$ cat src/rtl/rra_pkg.sv
// Package: constants, selections and carrier types for the relay range alarm block
package rra_pkg;

  localparam int unsigned CLK_HZ        = 20000000;
  localparam int unsigned SEC_CYCLES    = CLK_HZ;
  localparam int unsigned VAL_W         = 16;
  localparam int unsigned DLY_W         = 8;
  localparam int unsigned NUM_CHAN      = 6;
  localparam int unsigned NUM_RELAY     = 2;
  localparam int unsigned FUNC_W        = 3;
  localparam logic [2:0]  FUNC_RESET    = 3'h0;

  // Remote channel function selections, in keypad stepping order
  typedef enum logic [2:0] {
    RRA_FN_DISABLED,
    RRA_FN_CLR_R1,
    RRA_FN_CLR_R2,
    RRA_FN_CLR_ALL,
    RRA_FN_TOTAL,
    RRA_FN_R1_TOTAL,
    RRA_FN_R2_TOTAL,
    RRA_FN_GLOBAL
  } rra_func_t;

  // Relay operating mode
  typedef enum logic [1:0] {
    RRA_MODE_OFF,
    RRA_MODE_RANGE,
    RRA_MODE_MANUAL
  } rra_mode_t;

  // Per-relay configuration
  typedef struct packed {
    rra_mode_t          mode;
    logic [VAL_W-1:0]   upper_trip;
    logic [VAL_W-1:0]   lower_trip;
    logic [VAL_W-1:0]   upper_band_width;
    logic [VAL_W-1:0]   lower_band_width;
    logic [DLY_W-1:0]   assert_delay;
    logic [DLY_W-1:0]   release_delay;
    logic               hold_until_cleared;
    logic               forced_on;
  } rra_relay_cfg_t;

  // Actions decoded from one channel selection
  typedef struct packed {
    logic clr_r1;
    logic clr_r2;
    logic clr_total;
  } rra_action_t;

  function automatic rra_action_t rra_decode(input rra_func_t f);
    rra_action_t a;
    a = '0;
    case (f)
      RRA_FN_CLR_R1:   a.clr_r1 = 1'b1;
      RRA_FN_CLR_R2:   a.clr_r2 = 1'b1;
      RRA_FN_CLR_ALL:  a = '{clr_r1: 1'b1, clr_r2: 1'b1, clr_total: 1'b0};
      RRA_FN_TOTAL:    a.clr_total = 1'b1;
      RRA_FN_R1_TOTAL: a = '{clr_r1: 1'b1, clr_r2: 1'b0, clr_total: 1'b1};
      RRA_FN_R2_TOTAL: a = '{clr_r1: 1'b0, clr_r2: 1'b1, clr_total: 1'b1};
      RRA_FN_GLOBAL:   a = '1;
      default:         a = '0;
    endcase
    return a;
  endfunction

endpackage

$ cat src/rtl/rra_sec_tick.sv
// One-second enable pulse divider
`timescale 1ns/1ns
module rra_sec_tick
  import rra_pkg::*;
#(
  parameter int unsigned DIV = SEC_CYCLES
) (
  input  wire logic clk,
  input  wire logic rst_b,
  output logic      tick
);

  logic [31:0] cnt;
  logic [31:0] next_cnt;
  logic        next_tick;

  always_comb begin
    next_tick = 1'b0;
    next_cnt  = cnt + 32'h1;
    if (cnt >= DIV - 1) begin
      next_cnt  = 32'h0;
      next_tick = 1'b1;
    end
  end

  always_ff @(posedge clk) begin
    if (!rst_b) begin
      cnt  <= 32'h0;
      tick <= 1'b0;
    end else begin
      cnt  <= next_cnt;
      tick <= next_tick;
    end
  end

endmodule // rra_sec_tick

$ cat src/rtl/rra_relay.sv
// One relay channel: range alarm with hysteresis, delays, latch and manual force
`timescale 1ns/1ns
module rra_relay
  import rra_pkg::*;
(
  input  wire logic             clk,
  input  wire logic             rst_b,
  input  wire logic             sec_tick,
  input  wire logic [VAL_W-1:0] value,
  input  rra_relay_cfg_t        cfg,
  input  wire logic             clear,
  output logic                  energized,
  output logic                  indicator
);

  typedef enum logic [1:0] {ST_IDLE, ST_ARMING, ST_ON, ST_RELEASING} rra_rst_t;

  rra_rst_t         st;
  rra_rst_t         next_st;
  logic [DLY_W-1:0] secs;
  logic [DLY_W-1:0] next_secs;
  logic             latched;
  logic             next_latched;
  logic             next_energized;
  logic             next_indicator;
  logic             trip;
  logic             hold;
  logic [VAL_W:0]   upper_edge;
  logic [VAL_W:0]   lower_edge;

  always_comb begin
    // Widened edges; a band wider than the upper trip borrows into the top bit and then reaches down to zero
    upper_edge = {1'b0, cfg.upper_trip} - {1'b0, cfg.upper_band_width};
    lower_edge = {1'b0, cfg.lower_trip} + {1'b0, cfg.lower_band_width};
    trip = (value >= cfg.upper_trip) || (value <= cfg.lower_trip);
    hold = upper_edge[VAL_W] || ({1'b0, value} > upper_edge) || ({1'b0, value} < lower_edge);
  end

  always_comb begin
    next_st        = st;
    next_secs      = secs;
    next_latched   = latched;
    next_energized = 1'b0;
    if (cfg.mode != RRA_MODE_RANGE) begin
      next_st   = ST_IDLE;
      next_secs = '0;
      next_latched = 1'b0;
    end else begin
      case (st)
        ST_IDLE: begin
          if (trip) begin
            next_st   = ST_ARMING;
            next_secs = '0;
          end
        end
        ST_ARMING: begin
          if (!trip) begin
            next_st = ST_IDLE;
          end else if (secs >= cfg.assert_delay) begin
            next_st = ST_ON;
            next_latched = cfg.hold_until_cleared;
          end else if (sec_tick) begin
            next_secs = secs + 8'h1;
          end
        end
        ST_ON: begin
          if (!hold && !latched) begin
            next_st   = ST_RELEASING;
            next_secs = '0;
          end
        end
        ST_RELEASING: begin
          if (hold) begin
            next_st = ST_ON;
          end else if (secs >= cfg.release_delay) begin
            next_st = ST_IDLE;
          end else if (sec_tick) begin
            next_secs = secs + 8'h1;
          end
        end
        default: next_st = ST_IDLE;
      endcase
      if (clear && latched) begin
        next_latched = 1'b0;
      end
    end
    next_energized = (cfg.mode == RRA_MODE_MANUAL) ? cfg.forced_on
                   : (next_st == ST_ON) || (next_st == ST_RELEASING);
    next_indicator = next_energized && ((cfg.mode == RRA_MODE_MANUAL) || trip || latched);
  end

  always_ff @(posedge clk) begin
    if (!rst_b) begin
      st        <= ST_IDLE;
      secs      <= '0;
      latched   <= 1'b0;
      energized <= 1'b0;
      indicator <= 1'b0;
    end else begin
      st        <= next_st;
      secs      <= next_secs;
      latched   <= next_latched;
      energized <= next_energized;
      indicator <= next_indicator;
    end
  end

endmodule // rra_relay

$ cat src/rtl/rra_top.sv
// Top level: two range alarm relays and six remote clear channels
//==========================================================
// How it works
// - Alarm when value reaches upper or lower trip
// - Upper band below trip keeps relay energized
// - Lower band above trip keeps relay energized
// - Wait assert delay seconds before energizing
// - Hold energized release delay after band exit
// - Latch holds relay until keypad or remote clear
// - Manual forced-on energizes relay until deasserted
// - Six remote channels, inputs only
// - Eight selections per channel; disabled does nothing
// - Relay-clear selections clear relay one, two, both
// - Total selections zero total, maybe clear relay
// - Global selection clears both latches and total
// - Any channel combination; each performs its function
// - Confirm keypress steps selection, wraps after last
// - Energize when value outside normal region
// - Indicator when condition met and relay energized
`timescale 1ns/1ns
module rra_top
  import rra_pkg::*;
#(
  parameter int unsigned SEC_DIV = SEC_CYCLES
) (
  input  wire logic                CLK,
  input  wire logic                RST_B,
  input  wire logic [VAL_W-1:0]    SOURCE_VALUE,
  input  rra_relay_cfg_t           RELAY1_CFG,
  input  rra_relay_cfg_t           RELAY2_CFG,
  input  wire logic                KEY_CLEAR_R1,
  input  wire logic                KEY_CLEAR_R2,
  input  wire logic [NUM_CHAN-1:0] REMOTE_IN,
  input  wire logic [2:0]          SEL_CHAN,
  input  wire logic                CONFIRM_KEY,
  output logic                     RELAY1_ENERGIZED,
  output logic                     RELAY2_ENERGIZED,
  output logic                     FIRST_RELAY_INDICATOR,
  output logic                     SECOND_RELAY_INDICATOR,
  output logic                     TOTAL_RESET,
  output logic [NUM_CHAN*FUNC_W-1:0] CHAN_FUNC
);

  //==========================================================
  // Seconds tick
  logic sec_tick;

  rra_sec_tick #(.DIV(SEC_DIV)) u_tick (
    .clk   (CLK),
    .rst_b (RST_B),
    .tick  (sec_tick)
  );

  //==========================================================
  // Remote inputs: two-stage sync then edge detect; never driven
  logic [NUM_CHAN-1:0] sync1;
  logic [NUM_CHAN-1:0] sync2;
  logic [NUM_CHAN-1:0] sync_prev;
  logic [NUM_CHAN-1:0] rise;

  always_ff @(posedge CLK) begin
    if (!RST_B) begin
      sync1     <= '0;
      sync2     <= '0;
      sync_prev <= '0;
    end else begin
      sync1     <= REMOTE_IN;
      sync2     <= sync1;
      sync_prev <= sync2;
    end
  end

  always_comb begin
    rise = sync2 & ~sync_prev;
  end

  //==========================================================
  // Channel function selections
  rra_func_t   func      [NUM_CHAN];
  rra_func_t   next_func [NUM_CHAN];
  rra_action_t act       [NUM_CHAN];

  genvar g;
  generate
    for (g = 0; g < NUM_CHAN; g++) begin : g_chan
      always_comb begin
        next_func[g] = func[g];
        if (CONFIRM_KEY && (SEL_CHAN == 3'(g))) begin
          next_func[g] = rra_func_t'(3'(func[g] + 3'h1));
        end
        act[g] = rise[g] ? rra_decode(func[g]) : '0;
      end

      always_ff @(posedge CLK) begin
        if (!RST_B) begin
          func[g] <= rra_func_t'(FUNC_RESET);
        end else begin
          func[g] <= next_func[g];
        end
      end
    end
  endgenerate

  //==========================================================
  // Combine channel actions
  logic clr1;
  logic clr2;
  logic clr_tot;

  always_comb begin
    clr1    = KEY_CLEAR_R1;
    clr2    = KEY_CLEAR_R2;
    clr_tot = 1'b0;
    for (int i = 0; i < NUM_CHAN; i++) begin
      clr1    = clr1 | act[i].clr_r1;
      clr2    = clr2 | act[i].clr_r2;
      clr_tot = clr_tot | act[i].clr_total;
    end
  end

  //==========================================================
  // Relays
  logic en1;
  logic en2;
  logic ind1;
  logic ind2;

  rra_relay u_r1 (
    .clk       (CLK),
    .rst_b     (RST_B),
    .sec_tick  (sec_tick),
    .value     (SOURCE_VALUE),
    .cfg       (RELAY1_CFG),
    .clear     (clr1),
    .energized (en1),
    .indicator (ind1)
  );

  rra_relay u_r2 (
    .clk       (CLK),
    .rst_b     (RST_B),
    .sec_tick  (sec_tick),
    .value     (SOURCE_VALUE),
    .cfg       (RELAY2_CFG),
    .clear     (clr2),
    .energized (en2),
    .indicator (ind2)
  );

  //==========================================================
  // Output registers (every output on a flop; relay, indicator and total outputs lag one cycle, CHAN_FUNC loads next_func with no lag)
  logic [NUM_CHAN*FUNC_W-1:0] next_chan_func;

  always_comb begin
    for (int i = 0; i < NUM_CHAN; i++) begin
      next_chan_func[i*FUNC_W +: FUNC_W] = next_func[i];
    end
  end

  always_ff @(posedge CLK) begin
    if (!RST_B) begin
      RELAY1_ENERGIZED       <= 1'b0;
      RELAY2_ENERGIZED       <= 1'b0;
      FIRST_RELAY_INDICATOR  <= 1'b0;
      SECOND_RELAY_INDICATOR <= 1'b0;
      TOTAL_RESET            <= 1'b0;
      CHAN_FUNC              <= '0;
    end else begin
      RELAY1_ENERGIZED       <= en1;
      RELAY2_ENERGIZED       <= en2;
      FIRST_RELAY_INDICATOR  <= ind1;
      SECOND_RELAY_INDICATOR <= ind2;
      TOTAL_RESET            <= clr_tot;
      CHAN_FUNC              <= next_chan_func;
    end
  end

endmodule // rra_top

$ cat config.mk
export PLATFORM = sky130hd
export DESIGN_NAME = rra_top
export DESIGN_NICKNAME = d
export VERILOG_FILES = /design/src/rtl/rra_pkg.sv /design/src/rtl/rra_sec_tick.sv /design/src/rtl/rra_relay.sv /design/src/rtl/rra_top.sv
export SDC_FILE = /design/constraint.sdc
export NUM_CORES = 1
export LEC_CHECK = 0
export BUFFER_PORTS_ARGS = -buffer_cell sky130_fd_sc_hd__buf_2
export CORE_UTILIZATION = 58
export CTS_BUF_LIST = sky130_fd_sc_hd__clkbuf_16
export DETAILED_ROUTE_END_ITERATION = 8
export GPL_TIMING_DRIVEN = 1
export PLACE_DENSITY = 0.8
export SLEW_MARGIN = 40
export SYNTH_ARGS = -nofsm -noshare
export SYNTH_HDL_FRONTEND = slang
export SYNTH_HIERARCHICAL = 1
export SYNTH_SLANG_ARGS = --single-unit
$ cat constraint.sdc
create_clock -name CLK -period 5.5 [get_ports CLK]
set_input_delay 0.275 -clock CLK [delete_from_list [all_inputs] [get_ports CLK]]
set_output_delay 0.275 -clock CLK [all_outputs]
set_load 0.05 [all_outputs]
==> results by group <==
Timing
  • Final period utilization: 87.37%
  • Clk_skew: 0.008437 ns
  • Setup violators final: 0
  • Relative slew slack: 50.21%
  • TNS Setup: 0 ns
  • Final hold viol count: 0
  • Fmax: 208.1 MHz
  • Slack of the critical path: 0.6944 ns
  • Unrepaired setup endpoints after global routing: false
  • Final Slew Violations: 0
  • Pin slew with the least headroom to its limit: 0.7442 ns
  • Fin crit period: 4.806 ns

Synth
  • Mapped cell area: 0.01137 mm2
  • Cell variety after synth: 83
  • Ys flop type: dfxtp_1
  • Yosys synthesis warning count: 6
  • Async SR Flop Fraction: 0%
  • Post-Syn Instances: 1405
  • Number of flops mapped to enable cells by yosys: 0
  • FF+latch count, synth: 100
  • Synthesized area per cell: 8.090 um2
  • Sequential element share of the synthesized area: 17.61%

Setup path
  • CP cell instances: buf_2 -> inv_1 -> ha_1 -> inv_1 -> fa_1 -> a211oi_1 -> o21ai_0 -> a211oi_1 -> nor2_1 -> nor2_1 -> o21ai_0 -> a21oi_1 -> xor2_1 -> ha_1 -> nand3_1 -> or4_1 -> o32ai_1 -> a21oi_1 -> and4b_2 -> a32oi_2 -> or4_1 -> a21oi_1
  • Slowest cell on the critical path: or4_1
  • Worst endpoint required time: 5.78 ns
  • CP Capture Type: register
  • Worst R2R Setup Slack: 2.57 ns
  • Kind of start point of the critical path: input pin
  • Crit path DAT: 5.08 ns
  • Top cell by count, worst path: a21oi_1
  • CP max stage delay: 0.56 ns
  • Worst-path maximum fanout: 14
  • R2R Path Start: u_r2/secs[0]
  • Kind of critical path: in -> reg
  • FF-to-FF path depth: 11
  • Worst R2R End: u_r2/secs[7]

CTS
  • Htree depth: 3
  • CTS tree: built
  • Setup repair bufs after CTS: 0
  • Clock Tree Buf Depth: 2
  • CTS root buf: clkbuf_16
  • Gates resized, CTS repair: 0
  • Hold-fix buffers, CTS: 0
  • Worst skew pair latency: 0.35 ns
  • CTS buffer count: 9
  • CTS Sinks: 100
  • Clock-pin slew on the worst setup and hold paths: 0.07 ns

Die
  • Boundary Pins: 221
  • Die X: 142.0 um
  • Die Area: 0.02016 mm2
  • Initial Utilization: 59.97%
  • Core area: 0.01896 mm2
  • Die Y: 142.0 um
  • Row cnt: 50

Finish
  • Layout cells sized above 1: 17.01%
  • Layout area overhead: 14.62%
  • Final std cells w/o fill: 1888
  • Core Util, Final: 68.73%
  • Fin nets: 2081
  • Antenna Cells: 0

Routing
  • Routed Antenna Nets: 0
  • Vias: 10747
  • Drt drc: 0
  • Wirelength per Cell: 14.43 um
  • Drt pass-1 iters: 5
  • WL final: 27.25 mm
  • Avg Vias per Cell: 5.692
  • Initial DRC Count: 498

Global routing
  • Met3 Use GR: 3.062%
  • Met2 Resource Use GR: 46.67%
  • GRT met1 Usage: 34.85%
  • Total track usage: 26.96%
  • Number of global-route vias before repair: 10131
  • Initial antenna violation count: 0
  • Busiest layer in global routing: met2
  • Largest net degree at the start of global routing: 49
  • Total gr overflow: 0
  • First-pass GRT wire length: 44.86 mm

Outcome
  • Outcome: completed

Placement
  • Setup Slack @ Placement: 0.5139 ns
  • Routability congestion estimate: 0.9699
  • Placed insts: 1872
  • Hpwl dp: 22.89 mm
  • Port Buffers: 220

Worst hold path
  • Worst hold start: REMOTE_IN[4]
  • Worst hold-check path type: in -> reg
  • Hold Path End: sync1[4]
  • Hold Path Stages: 2

Power and ir drop
  • Static leakage: 0.006472 uW
  • Pwr Density: 174.9 mW/mm2
  • Peak supply drop: 0.1351 mV
  • PnR Total Power: 2279 uW

Flow run
  • Max cap viols: 0
power by group:
| part | total, uW | switching [uW] | internal, uW |
|---|---|---|---|
| Clock | 632 | 276 | 356 |
| Combinational | 898 | 505 | 393 |
| Sequential | 749 | 9.88 | 739 |
| Total | 2280 | 791 | 1490 |
area by class of cell:
type,instances,area [um2]
inverters,192,720.7
repair buffers,220,1101
fillers,1618,5927
flip-flops and latches,100,2002
clock buffers,9,225.2
well taps,260,325.3
multi-input cells,1100,8579
clock inverters,7,75.07
cell usage in the layout (no fill, tap or decap), types with 13 or more instances in the layout:
cell type,count
nand3_1,47
a21oi_1,101
nor2_1,70
nand2_1,63
inv_1,192
xnor2_1,38
nand4_1,25
o31ai_1,18
nor3_1,49
nand2b_1,19
o21ai_0,71
xor2_1,32
buf_2,220
dfxtp_1,100
ha_1,256
nor4_1,13
and2_1,33
nor2b_1,17
or4_1,17
a21o_1,21
a211oi_1,27
through the flow:
step	instance area [um2]	hold WS, ns
after CTS	13030	0.1331
after floorplan	11390	0.3925
after global routing	13030	0.1429
after detailed placement	12730	0.4186
final	13030	0.1439
after global placement	12720	0.4132
how the worst max path moves through the flow:
| stage | from | to | slack [ns] | cells past startpoint |
|---|---|---|---|---|
| after global routing | RELAY1_CFG[66] | u_r1/secs[4] | 0.32 | 22 |
| after CTS | RELAY1_CFG[66] | u_r1/secs[4] | 0.82 | 22 |
| after global placement | RELAY1_CFG[66] | u_r1/secs[3] | 0.61 | 22 |
| final | RELAY1_CFG[66] | u_r1/secs[4] | 0.69 | 22 |
| after detailed placement | RELAY1_CFG[66] | u_r1/secs[3] | 0.51 | 22 |
| after floorplan | RELAY1_CFG[66] | u_r1/secs[5] | 1.26 | 22 |
sequential cells by signal, indices dropped and copies added (netlist names), 2 cells and up:
name,cells
u_tick/cnt,32
sync_prev,6
CHAN_FUNC,18
u_r2/st,2
sync2,6
u_r1/secs,8
u_r2/secs,8
sync1,6
u_r1/st,2
synthesized netlist by cell type, types with 7 or more instances:
library cell,count,area [um2]
a2111oi_0,8,70.07
a211oi_1,27,202.7
a21o_1,21,157.7
a21oi_1,101,505.5
and2_1,33,206.5
and3_1,11,68.82
clkbuf_1,11,41.29
dfxtp_1,100,2002
ha_1,256,3203
inv_1,192,720.7
nand2_1,63,236.5
nand2b_1,19,118.9
nand3_1,48,240.2
nand4_1,25,156.4
nor2_1,70,262.8
nor2b_1,17,106.4
nor3_1,49,245.2
nor4_1,13,81.33
o211a_1,13,130.1
o211ai_1,9,67.56
o21a_1,12,90.09
o21ai_0,71,355.3
o21bai_1,8,60.06
o31ai_1,18,135.1
or2_2,7,43.79
or3_1,9,56.30
or4_1,17,127.6
xnor2_1,38,332.8
xor2_1,32,280.3
critical path, delay by kind of cell:
family / cells / cell delay, ns
compound gates: 9 / 1.81
xor+xnor: 1 / 0.09
fa+ha+maj: 3 / 0.92
buf+inv: 3 / 0.21
simple gates: 6 / 1.78
logic make-up after synthesis:
logic type,count (synthesis),synth area share [%]
DFF,100,17.61
xor gates and xnor gates,70,5.394
adders and majority gates,260,28.88
and+or+nand+nor,411,19.86
buffers and inverters,211,7.210
AOI/OAI and AO/OA,346,20.48
muxes,6,0.5284
other,1,0.03299
routing by layer:
metal  vias to the layer above  wire, um
met5                         -         0
met2                       275     12710
met1                      4913     12640
met4                         0       658
li1                       5510         -
met3                        49      1247
Power figures use the tool's default switching activity.
